### config.mk
export PLATFORM = sky130hd
export DESIGN_NAME = can_bus_wakeup_detector
export DESIGN_NICKNAME = d
export VERILOG_FILES = /design/src/wake_pkg.sv /design/src/symbol_filter.sv /design/src/can_bus_wakeup_detector.sv
export VERILOG_INCLUDE_DIRS = /design/src
export SDC_FILE = /design/constraint.sdc
export NUM_CORES = 1
export LEC_CHECK = 0
export BUFFER_PORTS_ARGS = -buffer_cell sky130_fd_sc_hd__buf_4
export CORE_ASPECT_RATIO = 0.5
export CORE_MARGIN = 2
export CORE_UTILIZATION = 55
export DETAILED_ROUTE_END_ITERATION = 12
export GPL_ROUTABILITY_DRIVEN = 0
export HOLD_SLACK_MARGIN = 0.15
export PLACE_DENSITY = 0.81
export SYNTH_ARGS = -nofsm -noshare
export SYNTH_HDL_FRONTEND = slang
export SYNTH_SLANG_ARGS = --single-unit
export TNS_END_PERCENT = 50
### constraint.sdc
create_clock -name clock -period 2.1 [get_ports clock]
set_input_delay 0.42 -clock clock [delete_from_list [all_inputs] [get_ports clock]]
set_output_delay 0.42 -clock clock [all_outputs]
set_load 0.1 [all_outputs]
### src/wake_defines.svh
// Summary of operation
// - In wake detection the transmit data input is ignored and never drives the bus.
// - In wake detection the receive data output stays high until a bus wake-up is recognised.
// - A wake-up is a dominant, recessive, dominant sequence, each symbol lasting at least the filter time.
// - After a valid wake-up the receive data output follows the bus.
// - The whole pattern must arrive within the pattern timeout, else the detector restarts.
// - The operating mode follows the two-flop synchronised enable pin and internal failure events, through a mode register.
`ifndef WAKE_DEFINES_SVH
`define WAKE_DEFINES_SVH
// ----------------------------------------
// Timing counts at 20 MHz
// ----------------------------------------
`define WAKE_FILT_CYCLES    32'd20
`define WAKE_TO_CYCLES      32'd4000
`define WAKE_CNT_W          16
`define DOMINANT            1'b0
`endif

### src/wake_pkg.sv
package wake_pkg;
   typedef enum logic [2:0] {
      st_idle, st_dom1, st_rec, st_dom2, st_woken
   } wake_state_type;
endpackage : wake_pkg

### src/symbol_filter.sv
`timescale 1ns/100ps
`default_nettype none
`include "wake_defines.svh"
module symbol_filter #(
   parameter int unsigned FILT = `WAKE_FILT_CYCLES
) (
   input  wire logic clock,
   input  wire logic rst_b,
   input  wire logic level_in,
   output logic      level_out
);
   typedef struct packed {
      logic [`WAKE_CNT_W-1:0] cnt;
      logic                   lvl;
   } filt_type;
   filt_type s_r, s_nxt;
   // ----------------------------------------
   // Debounce: level must hold FILT cycles
   // ----------------------------------------
   always_comb begin
      s_nxt = s_r;
      if (level_in == s_r.lvl) begin
         s_nxt.cnt = '0;
      end else if (s_r.cnt >= `WAKE_CNT_W'(FILT - 1)) begin
         s_nxt.lvl = level_in;
         s_nxt.cnt = '0;
      end else begin
         s_nxt.cnt = s_r.cnt + `WAKE_CNT_W'(1);
      end
   end
   always_ff @(posedge clock or negedge rst_b) begin
      if (!rst_b) begin
         s_r <= '{cnt: '0, lvl: 1'b1};
      end else begin
         s_r <= s_nxt;
      end
   end
   assign level_out = s_r.lvl;
endmodule : symbol_filter
`default_nettype wire

### src/can_bus_wakeup_detector.sv
`timescale 1ns/100ps
`default_nettype none
`include "wake_defines.svh"
module can_bus_wakeup_detector
   import wake_pkg::*;
#(
   parameter int unsigned FILT    = `WAKE_FILT_CYCLES,
   parameter int unsigned TIMEOUT = `WAKE_TO_CYCLES
) (
   input  wire logic clock,
   input  wire logic rst_b,
   input  wire logic can_enable,
   input  wire logic failure_event,
   input  wire logic transmit_data_in,
   input  wire logic bus_rx,
   output logic      bus_tx,
   output logic      receive_data_out,
   output logic      wake_detected
);
   import wake_pkg::*;

   typedef struct packed {
      logic [1:0]             en_s;
      logic [1:0]             bus_s;
      logic [1:0]             txd_s;
      logic                   active;
      wake_state_type         st;
      logic [`WAKE_CNT_W-1:0] to_cnt;
      logic                   tx;
      logic                   rx;
      logic                   woke;
   } state_type;
   state_type s_r, s_nxt;
   logic      bus_f;

   // Pattern under way, so the timeout runs
   function automatic logic in_pattern(input wake_state_type st);
      return st != st_idle && st != st_woken;
   endfunction : in_pattern

   // ----------------------------------------
   // Symbol filter on the synchronised bus
   // ----------------------------------------
   symbol_filter #(.FILT(FILT)) u_filt (
      .clock     (clock),
      .rst_b     (rst_b),
      .level_in  (s_r.bus_s[1]),
      .level_out (bus_f)
   );

   // ----------------------------------------
   // Mode, pattern detector and pin drive
   // ----------------------------------------
   always_comb begin
      s_nxt       = s_r;
      s_nxt.en_s  = {s_r.en_s[0], can_enable};
      s_nxt.bus_s = {s_r.bus_s[0], bus_rx};
      s_nxt.txd_s = {s_r.txd_s[0], transmit_data_in};
      s_nxt.woke  = 1'b0;
      // Failure forces wake detection even with enable high
      s_nxt.active = s_r.en_s[1] && !failure_event;
      if (s_r.active) begin
         s_nxt.st     = st_idle;
         s_nxt.to_cnt = '0;
      end else begin
         if (in_pattern(s_r.st)) begin
            s_nxt.to_cnt = s_r.to_cnt + `WAKE_CNT_W'(1);
         end
         case (s_r.st)
            st_idle: begin
               if (bus_f == `DOMINANT) begin
                  s_nxt.st = st_dom1;
               end
            end
            st_dom1: begin
               if (bus_f != `DOMINANT) begin
                  s_nxt.st = st_rec;
               end
            end
            st_rec: begin
               if (bus_f == `DOMINANT) begin
                  s_nxt.st = st_dom2;
               end
            end
            st_dom2: begin
               if (bus_f != `DOMINANT) begin
                  s_nxt.st   = st_woken;
                  s_nxt.woke = 1'b1;
               end
            end
            st_woken: begin
               s_nxt.st = st_woken;
            end
            default: begin
               s_nxt.st = st_idle;
            end
         endcase
         // Timeout wins over a late completion
         if (in_pattern(s_r.st) && s_r.to_cnt >= `WAKE_CNT_W'(TIMEOUT - 1)) begin
            s_nxt.st     = st_idle;
            s_nxt.to_cnt = '0;
            s_nxt.woke   = 1'b0;
         end
         if (s_nxt.st == st_idle) begin
            s_nxt.to_cnt = '0;
         end
      end
      // Transmitter only from the host while active
      s_nxt.tx = s_r.active ? s_r.txd_s[1] : 1'b1;
      if (s_r.active || s_r.st == st_woken) begin
         s_nxt.rx = s_r.bus_s[1];
      end else begin
         s_nxt.rx = 1'b1;
      end
   end

   always_ff @(posedge clock or negedge rst_b) begin
      if (!rst_b) begin
         s_r <= '{en_s: 2'h0, bus_s: 2'h3, txd_s: 2'h3, active: 1'b0, st: st_idle,
                  to_cnt: '0, tx: 1'b1, rx: 1'b1, woke: 1'b0};
      end else begin
         s_r <= s_nxt;
      end
   end

   assign bus_tx           = s_r.tx;
   assign receive_data_out = s_r.rx;
   assign wake_detected    = s_r.woke;
endmodule : can_bus_wakeup_detector
`default_nettype wire

==> results of run 1 <==
==> flip-flops by register name, indices dropped and copies added (netlist names) <==
name and flops:
s_r 23, s_nxt 3, bus_tx 1, u_filt.s_r 16, u_filt.level_out 1, receive_data_out 1
wake_detected 1
==> cell usage in the layout (no fill, tap or decap), types with 2 or more instances in the layout <==
cell / n
dfrtp_1: 39
a21oi_1: 12
nor2_1: 11
buf_4: 11
conb_1: 11
nor3_1: 9
nand2_1: 9
nand3_1: 8
dfstp_2: 7
a31oi_1: 6
xor2_1: 5
nor2b_1: 5
clkbuf_8: 5
or3_1: 4
o21ai_0: 4
nand4_1: 3
nand2b_1: 3
inv_1: 3
o21a_1: 3
nor4_1: 2
xnor2_1: 2
and4_1: 2
or2_2: 2
or3_4: 2
and2_1: 2
==> per-stage QoR <==
stage	cells	cell area, sq um
2_1_floorplan	177	1952
3_3_place_gp	226	2063
3_5_place_dp	226	2063
4_1_cts	235	2160
5_1_grt	235	2162
6_report	235	2162
==> what timing repair did <==
action	4_1_cts	5_1_grt
endpoints found under the hold margin	39	0
hold buffers	1	0
gates resized for setup	0	1
endpoints found under the setup margin	0	2
==> power groups by stage <==
stage                     logic, W  registers, W  clock network, W
after floorplan           0.000177       0.00102                 0
after global placement    0.000260       0.00100                 0
after detailed placement  0.000267       0.00101                 0
after CTS                 0.000270      0.000992          0.000535
after global routing      0.000298       0.00100          0.000580
final                     0.000270      0.000994          0.000528
==> per-layer routing <==
metal  up-vias  part of all wire [%]  track usage (%)
li1        637                     -                -
met3         7                   3.6            5.978
met1       642                    47            25.24
met5         -                     0                0
met2        29                    48            28.94
met4         0                   1.5            9.231
==> path summary, 6_finish.rpt <==
kind / startpoint / end / slack (ps) / depth (start not counted)
hold / removal: bus_rx / s_nxt[26]$_DFF_PN1_ / 220 / 1
setup / recovery: s_r[3]$_DFFE_PN0P_ / s_r[6]$_DFFE_PN0P_ / 90 / 6
min in group asynchronous: rst_b / u_filt.s_r[13]$_DFF_PN0_ / 650 / 2
max in group asynchronous: rst_b / receive_data_out$_DFF_PN1_ / 1050 / 2
hold reg to reg: s_nxt[28]$_DFF_PN0_ / s_r[28]$_DFF_PN0_ / 360 / 0
setup reg to reg: s_r[3]$_DFFE_PN0P_ / s_r[6]$_DFFE_PN0P_ / 90 / 6
==> layout make-up <==
class | instances | area, sq um
multi-input cells | 124 | 759.5
inverters | 3 | 11.26
well taps | 42 | 52.55
clock buffers | 6 | 72.57
fillers | 259 | 1216
clock inverters | 2 | 13.76
flip-flops and latches | 46 | 1160
repair buffers | 12 | 92.59
==> cells by family after synthesis <==
logic type                 Yosys count  synth area share [%]
AOI/OAI and AO/OA                   35                 12.29
and+or+nand+nor                     67                 19.48
buffers and inverters                7                 1.830
DFF                                 46                 60.59
xor gates and xnor gates             7                 3.203
adders and majority gates            2                 1.307
other                                1                0.1959
muxes                                2                 1.111
==> worst max-delay path: cells and delay by family (launching register included) <==
kind                     cells  cell delay, ps
AO/OA/AOI/OAI                2             370
AND/OR/NAND/NOR              3             910
flip-flops                   1             420
adder cells (fa/ha/maj)      1             230
==> summary.md, run 1 <==
| Metric | Value |
|---|---|
| Outcome | `finished, final reports clean` |
| First-pass GRT wire length | `5437 um` |
| Combinational share of power | `15.1%` |
| Avg Cell Area, Syn | `11.46 sq um` |
| Worst-path maximum fanout | `5` |
| Max clock buf depth | `2` |
| Area Overhead vs Synth | `12.94%` |
| RSZ-0062 raised after global routing | `no` |
| Initial drt markers | `66` |
| Pwr Total | `0.001792 W` |
| Largest net degree at the start of global routing | `47` |
| Initial antenna violation count | `0` |
| Via density | `5.596` |
| DRT Wirelength | `3364 um` |
| Routed length per instance | `14.31 um` |
| Max-cap violation count | `0` |
| Most frequent cell after synthesis | `dfrtp_1` |
| Peak supply drop | `0.5014 mV` |
| Pwr per Cell Area | `828.9 nW/um^2` |
| Slowest stage delay, CP | `420 ps` |
| Internal | `0.001291 W` |
| Vias in the first global route | `1,146` |
| Starting Density | `56.67%` |
| Register area share after synthesis | `60.59%` |
| Post-Route Skew | `4.977 ps` |
| Ys async rst share | `100.0%` |
| TritonCTS clock tree | `done` |
| Flops & latches, synth | `46` |
| Placement Setup Slack | `74.33 ps` |
| Post-synth top area share | `50.98%` |
| Slew headroom | `62.07%` |
| Vias | `1,315` |
| DR pass1 iterations | `6` |
| Cell count after synthesis | `167` |
| Core box area | `3378 sq um` |
| WS Path Type | `reg -> reg` |
| Count of cell types in the netlist | `44` |
| Switching pwr | `0.0005009 W` |
| Post-DP HPWL | `2244 um` |
| Cell Rows | `15` |
| IO Port Bufs | `8` |
| Total Neg Setup Slack | `0 ps` |
| ANT cells | `0` |
| Synth top area cells | `dfrtp_1 (51%), dfstp_2 (9.6%), a21oi_1 (3.1%)` |
| CP required | `2320 ps` |
| GR Util All Layers | `18.98%` |
| Clk_lat worst skew | `300 ps` |
| Critical path, cell by cell | `ha_2 > and4_1 > o211a_1 > or3_4 > or3_1 > o21ai_0` |
| Die Height | `45.72 um` |
| CTS Buf Count | `5` |
| Minimum clock period | `2011 ps` |
| Grt ovf | `0` |
| # nets final | `200` |
| Synth Cell Area | `1914 sq um` |
| Yosys top cell by area | `dfrtp_1` |
| Pins over their slew limit | `0` |
| Postcts setup bufs | `0` |
| Final hold vios | `0` |
| Clock network power share | `29.5%` |
| WP data arrival | `2230 ps` |
| Worst Setup End Kind | `register` |
| Die W | `87.44 um` |
| Worst Max-Slew Pin Slew | `569.0 ps` |
| Main synth FF type | `dfrtp_1` |
| DRC errors left | `0` |
| Sw frac | `27.95%` |
| Synth cell count leaders | `dfrtp_1 (39), a21oi_1 (12), nor2_1 (11)` |
| Peak Freq | `497.4 MHz` |
| Util after Layout | `64.00%` |
| Clock root buffer | `clkbuf_8` |
| CP max stage cell | `dfrtp_1` |
| H-tree levels | `2` |
| # setup viols final | `0` |
| Startpoint Class | `register` |
| Number of synthesized flops with an enable pin | `0` |
| Seq pwr share | `55.4%` |
| Io pins | `9` |
| PnR worst setup slack | `89.50 ps` |
| Synth warn | `0` |
| Share of cells above drive strength 1 | `17.62%` |
| Minimum hold slack | `220.9 ps` |
| Hold Crit Class | `in -> reg` |
| Pleak | `0.9605 nW` |
| Die area | `3997 sq um` |
| Clock Sinks | `46` |
| Antenna viol nets, final | `0` |
| Clock slew at reported path FFs | `80 ps` |
| Period utilization | `95.74%` |
Note: power is estimated with default switching activity, not from simulation.
==> run 2, diff against run 1 <==
Clock period 2.1 ns to 2.3 ns, I/O delays scaled along.
==> run 2 against run 1 <==
Net effect: fmax down 0.53%; utilization down 0.37 points; clock power down 10%; global-route usage down 0.087 points; highest routed layer unchanged; critical path depth unchanged; worst hold slack worse by 64 ps.
==> summary.md, run 2 (synthesis results as in run 1) <==
| Metric | Value |
|---|---|
| Outcome | `finished, final reports clean` |
| Util after Layout | `63.63%` |
| Slew headroom | `62.23%` |
| CP Depth | `6` |
| DRC errors left | `0` |
| DRT Wirelength | `3244 um` |
| Minimum clock period | `2021 ps` |
| Die area | `3997 sq um` |
| WS Path Type | `reg -> reg` |
| DR pass1 iterations | `4` |
| Gates resized, CTS repair | `0` |
| CP max stage cell | `dfrtp_1` |
| Max FFs per register | `23` |
| Peak Freq | `494.7 MHz` |
| Share of cells above drive strength 1 | `17.19%` |
| Worst-path maximum fanout | `5` |
| Period utilization | `87.88%` |
| Grt ovf | `0` |
| ANT cells | `0` |
| Worst reg2reg path depth | `6` |
| Routed length per instance | `13.86 um` |
| Core box area | `3378 sq um` |
| PnR worst setup slack | `278.8 ps` |
| Max clock buf depth | `2` |
| TritonCTS clock tree | `done` |
| Filler Cell Count | `255` |
| Area of the multi-input gates | `757.0 sq um` |
| Bufs and invs on worst path | `0` |
| Largest net degree at the start of global routing | `47` |
| Cell Rows | `15` |
| Pwr per Cell Area | `754.8 nW/um^2` |
| Top delay family on crit path | `simple AND/OR/NAND/NOR gates` |
| Reg-to-Reg End | `s_r[6]$_DFFE_PN0P_` |
| Clock Sinks | `46` |
| Post-Route Skew | `8.445 ps` |
| Die Height | `45.72 um` |
| RR Startpoint | `s_r[3]$_DFFE_PN0P_` |
| Antenna viol nets, final | `0` |
| Minimum hold slack | `157.2 ps` |
| Peak supply drop | `0.4614 mV` |
| Total Neg Setup Slack | `0 ps` |
| WP data arrival | `2240 ps` |
| Worst reg2reg setup slack | `280 ps` |
| Post-DP HPWL | `2180 um` |
| GR Util All Layers | `18.89%` |
| Pleak | `0.9587 nW` |
| Via density | `5.590` |
| H-tree levels | `2` |
| Startpoint Class | `register` |
| Vias in the first global route | `1,221` |
| Initial antenna violation count | `0` |
| Critical path, cell by cell | `ha_1 > and4_1 > o211a_1 > or3_4 > or3_1 > o21ai_0` |
| Die W | `87.44 um` |
| CP required | `2520 ps` |
| Clock root buffer | `clkbuf_8` |
| Most common library cell in the layout ignoring fill and taps | `dfrtp_1` |
| Clk_lat worst skew | `300 ps` |
| # nets final | `199` |
| Area Overhead vs Synth | `12.29%` |
| Worst Max-Slew Pin Slew | `566.5 ps` |
| Io pins | `9` |
| Worst Setup End Kind | `register` |
| # setup viols final | `0` |
| Initial drt markers | `91` |
| CTS Hold Bufs | `0` |
| Slowest stage delay, CP | `410 ps` |
| Commonest cells after routing, fill and taps aside | `dfrtp_1 (39), a21oi_1 (12), nor2_1 (11), buf_4 (11), conb_1 (11)` |
| Max-cap violation count | `0` |
| Postcts setup bufs | `0` |
| Register area | `1160 sq um` |
| IO Port Bufs | `8` |
| Top reg by flops | `s_r` |
| Clock slew at reported path FFs | `80 ps` |
| First-pass GRT wire length | `5706 um` |
| Hold Crit Class | `in -> async` |
| Final hold vios | `0` |
| Placement Setup Slack | `304.2 ps` |
| CTS Buf Count | `5` |
| RSZ-0062 raised after global routing | `no` |
| Pins over their slew limit | `0` |
| Starting Density | `56.67%` |
| Vias | `1,308` |
-- run 2: where the power goes --
part	leakage [nW]	switching (W)	internal (W)
Sequential	0.582	0.0000449	0.000860
Combinational	0.331	0.000141	0.000102
Clock	0.0452	0.000260	0.000214
Total	0.959	0.000446	0.00118
-- run 2: layout make-up --
class,count,area share (%)
clock buffer,6,3.376
clock inverter,2,0.6403
inverter,3,0.5239
multi-input combinational,124,35.22
sequential,46,53.96
tap,42,2.445
timing repair buffer,11,3.842
-- run 2: worst max path at each step --
stage / from / slack [ps] / end
6_report: s_r[3]$_DFFE_PN0P_ / 280 / s_r[6]$_DFFE_PN0P_
3_3_place_gp: s_r[3]$_DFFE_PN0P_ / 350 / s_r[6]$_DFFE_PN0P_
2_1_floorplan: s_r[3]$_DFFE_PN0P_ / 390 / s_r[6]$_DFFE_PN0P_
4_1_cts: s_r[3]$_DFFE_PN0P_ / 280 / s_r[6]$_DFFE_PN0P_
3_5_place_dp: s_r[3]$_DFFE_PN0P_ / 300 / s_r[6]$_DFFE_PN0P_
5_1_grt: s_r[3]$_DFFE_PN0P_ / 140 / s_r[12]$_DFFE_PN0P_
-- run 2: through the flow --
step / cells / power, W / area [sq um]
4_1_cts: 234 / 0.001632 / 2150
6_report: 234 / 0.001622 / 2150
3_5_place_dp: 226 / 0.001162 / 2063
3_3_place_gp: 226 / 0.001154 / 2063
5_1_grt: 234 / 0.001711 / 2150
2_1_floorplan: 177 / 0.001090 / 1952
-- run 2: routing by layer --
| layer | vias to the layer above | global-route usage [%] | part of all wire, % |
|---|---|---|---|
| met3 | 2 | 5.254 | 4.6 |
| met4 | 0 | 4.615 | 0.52 |
| li1 | 631 | - | - |
| met1 | 642 | 26.48 | 47 |
| met2 | 33 | 29.85 | 48 |
| met5 | - | 0 | 0 |
-- run 2: worst register-to-register path: cells and delay by family (launching register included) --
family | cells | cell delay (ps)
AND/OR/NAND/NOR | 3 | 930
flip-flops | 1 | 410
AO/OA/AOI/OAI | 2 | 350
adder cells (fa/ha/maj) | 1 | 260
==> run 3, diff against run 2 <==
Settings changed: BUFFER_PORTS_ARGS -buffer_cell sky130_fd_sc_hd__buf_4 to -buffer_cell sky130_fd_sc_hd__clkbuf_2, SKIP_CTS_REPAIR_TIMING from default to 1.
==> run 3 against run 2 <==
Net effect: largest power group unchanged; sequential cell count did not move; critical path type unchanged; register-to-register slack got worse by 40 ps; utilization fell by 0.15 points; sequential power barely moved; total power rose by 0.93%; critical path depth did not move; largest cell class unchanged; worst hold slack got worse by 9.0 ps; wire length rose by 6.0%; non-clock buffer count rose by 2.
==> summary.md, run 3 (synthesis results as in run 1) <==
| Metric | Value |
|---|---|
| Outcome | `finished, final reports clean` |
| ANT cells | `0` |
| RR Startpoint | `s_r[3]$_DFFE_PN0P_` |
| TritonCTS clock tree | `done` |
| # setup viols final | `0` |
| GR Util All Layers | `19.49%` |
| Max-cap violation count | `0` |
| Clock root buffer | `clkbuf_8` |
| Pins over their slew limit | `0` |
| Vias | `1,347` |
| Final hold vios | `0` |
| Worst Setup End Kind | `register` |
| Pwr Total | `0.001638 W` |
| Max FFs per register | `23` |
| Worst Max-Slew Pin Slew | `595.7 ps` |
| Combinational share of power | `14.9%` |
| Seq pwr share | `55.3%` |
| CP max stage cell | `dfrtp_1` |
| Minimum clock period | `2061 ps` |
| Max clock buf depth | `2` |
| Area Overhead vs Synth | `12.03%` |
| Routed length per instance | `14.58 um` |
| H-tree levels | `2` |
| Placement Cell Area | `2058 sq um` |
| Critical path, cell by cell | `ha_1 > and4_1 > o211a_1 > or3_4 > a21oi_4 > nor2b_1` |
| Reg-to-Reg End | `s_r[16]$_DFFE_PN0P_` |
| Largest net degree at the start of global routing | `26` |
| RSZ-0062 raised after global routing | `no` |
| Initial antenna violation count | `0` |
| Worst-path maximum fanout | `7` |
| Commonest cells after routing, fill and taps aside | `dfrtp_1 (39), a21oi_1 (12), nor2_1 (11), conb_1 (11)` |
| Pleak | `0.9631 nW` |
| DRT Wirelength | `3440 um` |
| Finished Cell Area | `2145 sq um` |
| Via density | `5.708` |
| Die area | `3997 sq um` |
| CP required | `2530 ps` |
| Slew headroom | `60.28%` |
| Die W | `87.44 um` |
| Vias in the first global route | `1,230` |
| Clock slew at reported path FFs | `80 ps` |
| Die Height | `45.72 um` |
| Clk_lat worst skew | `300 ps` |
| Initial drt markers | `117` |
| Switching pwr | `0.0004617 W` |
| Post-DP HPWL | `2358 um` |
| Cell Rows | `15` |
| Post-Route Skew | `7.633 ps` |
| Sw frac | `28.19%` |
| Grt ovf | `0` |
| GR peak layer | `met2` |
| Antenna viol nets, final | `0` |
| Slowest stage delay, CP | `410 ps` |
| Peak Freq | `485.2 MHz` |
| WS Path Type | `reg -> reg` |
| Util after Layout | `63.48%` |
| Hold Crit Class | `in -> async` |
| Starting Density | `56.67%` |
| IO Port Bufs | `8` |
| Period utilization | `89.61%` |
| Internal | `0.001176 W` |
| Clock network power share | `29.8%` |
| Worst reg2reg setup slack | `240 ps` |
| Clock Sinks | `46` |
| Worst reg2reg path depth | `6` |
| Peak supply drop | `0.4729 mV` |
| GR Util met2 | `31.97%` |
| Met3 usage | `4.891%` |
| Met1 Use GR | `25.06%` |
| Total Neg Setup Slack | `0 ps` |
| First-pass GRT wire length | `5685 um` |
| Pwr per Cell Area | `763.6 nW/um^2` |
| DR pass1 iterations | `4` |
| CTS Buf Count | `5` |
| Share of cells above drive strength 1 | `18.04%` |
| DRC errors left | `0` |
| Io pins | `9` |
| # nets final | `201` |
| Top reg by flops | `s_r` |
| Most common library cell in the layout ignoring fill and taps | `dfrtp_1` |
| WP data arrival | `2290 ps` |
| Core box area | `3378 sq um` |
| Filler Cell Count | `262` |
| Startpoint Class | `register` |
==> run 3: how the worst max path moves through the flow <==
| stage | cells after the start | slack (ps) | end | start |
|---|---|---|---|---|
| after floorplan | 6 | 390 | s_r[6]$_DFFE_PN0P_ | s_r[3]$_DFFE_PN0P_ |
| after global placement | 6 | 350 | s_r[6]$_DFFE_PN0P_ | s_r[3]$_DFFE_PN0P_ |
| after detailed placement | 6 | 280 | s_r[16]$_DFFE_PN0P_ | s_r[3]$_DFFE_PN0P_ |
| after CTS | 6 | 250 | s_r[16]$_DFFE_PN0P_ | s_r[3]$_DFFE_PN0P_ |
| after global routing | 6 | 170 | s_r[16]$_DFFE_PN0P_ | s_r[3]$_DFFE_PN0P_ |
| final | 6 | 240 | s_r[16]$_DFFE_PN0P_ | s_r[3]$_DFFE_PN0P_ |
==> run 3: critical path: cells and delay by family (launching register included) <==
kind	cells	cell delay (ps)
flops	1	410
fa+ha+maj	1	270
simple gates	3	810
compound gates	2	500
==> run 3: area by class of cell <==
cell class	instances	area, sq um	area share [%]
Sequential cell	46	1160	54.08
Multi-Input combinational cell	124	757.0	35.30
Timing Repair Buffer	13	77.57	3.617
Clock buffer	6	72.57	3.384
Tap cell	42	52.55	2.450
Clock inverter	2	13.76	0.6418
Inverter	3	11.26	0.5251
==> run 3: per-stage QoR <==
step | instances | hold slack, ps | setup slack (ps)
2_1_floorplan | 177 | 164.4 | 392.1
5_1_grt | 236 | 184.2 | 172.0
6_report | 236 | 148.2 | 238.9
4_1_cts | 236 | 162.8 | 250.3
3_5_place_dp | 228 | 335.5 | 276.3
3_3_place_gp | 228 | 332.6 | 348.6
==> run 3: power by group through the flow <==
| stage | registers [W] | logic (W) | clock network [W] |
|---|---|---|---|
| floorplan | 0.000928 | 0.000162 | 0 |
| global placement | 0.000916 | 0.000236 | 0 |
| detailed placement | 0.000921 | 0.000243 | 0 |
| CTS | 0.000905 | 0.000244 | 0.000499 |
| global route | 0.000913 | 0.000267 | 0.000535 |
| finish | 0.000906 | 0.000244 | 0.000487 |
==> run 3: metal layers <==
layer,vias to the layer above,part of all wire [%]
li1,637,-
met1,670,45
met2,33,49
met3,7,3.8
met4,0,1.7
met5,-,0
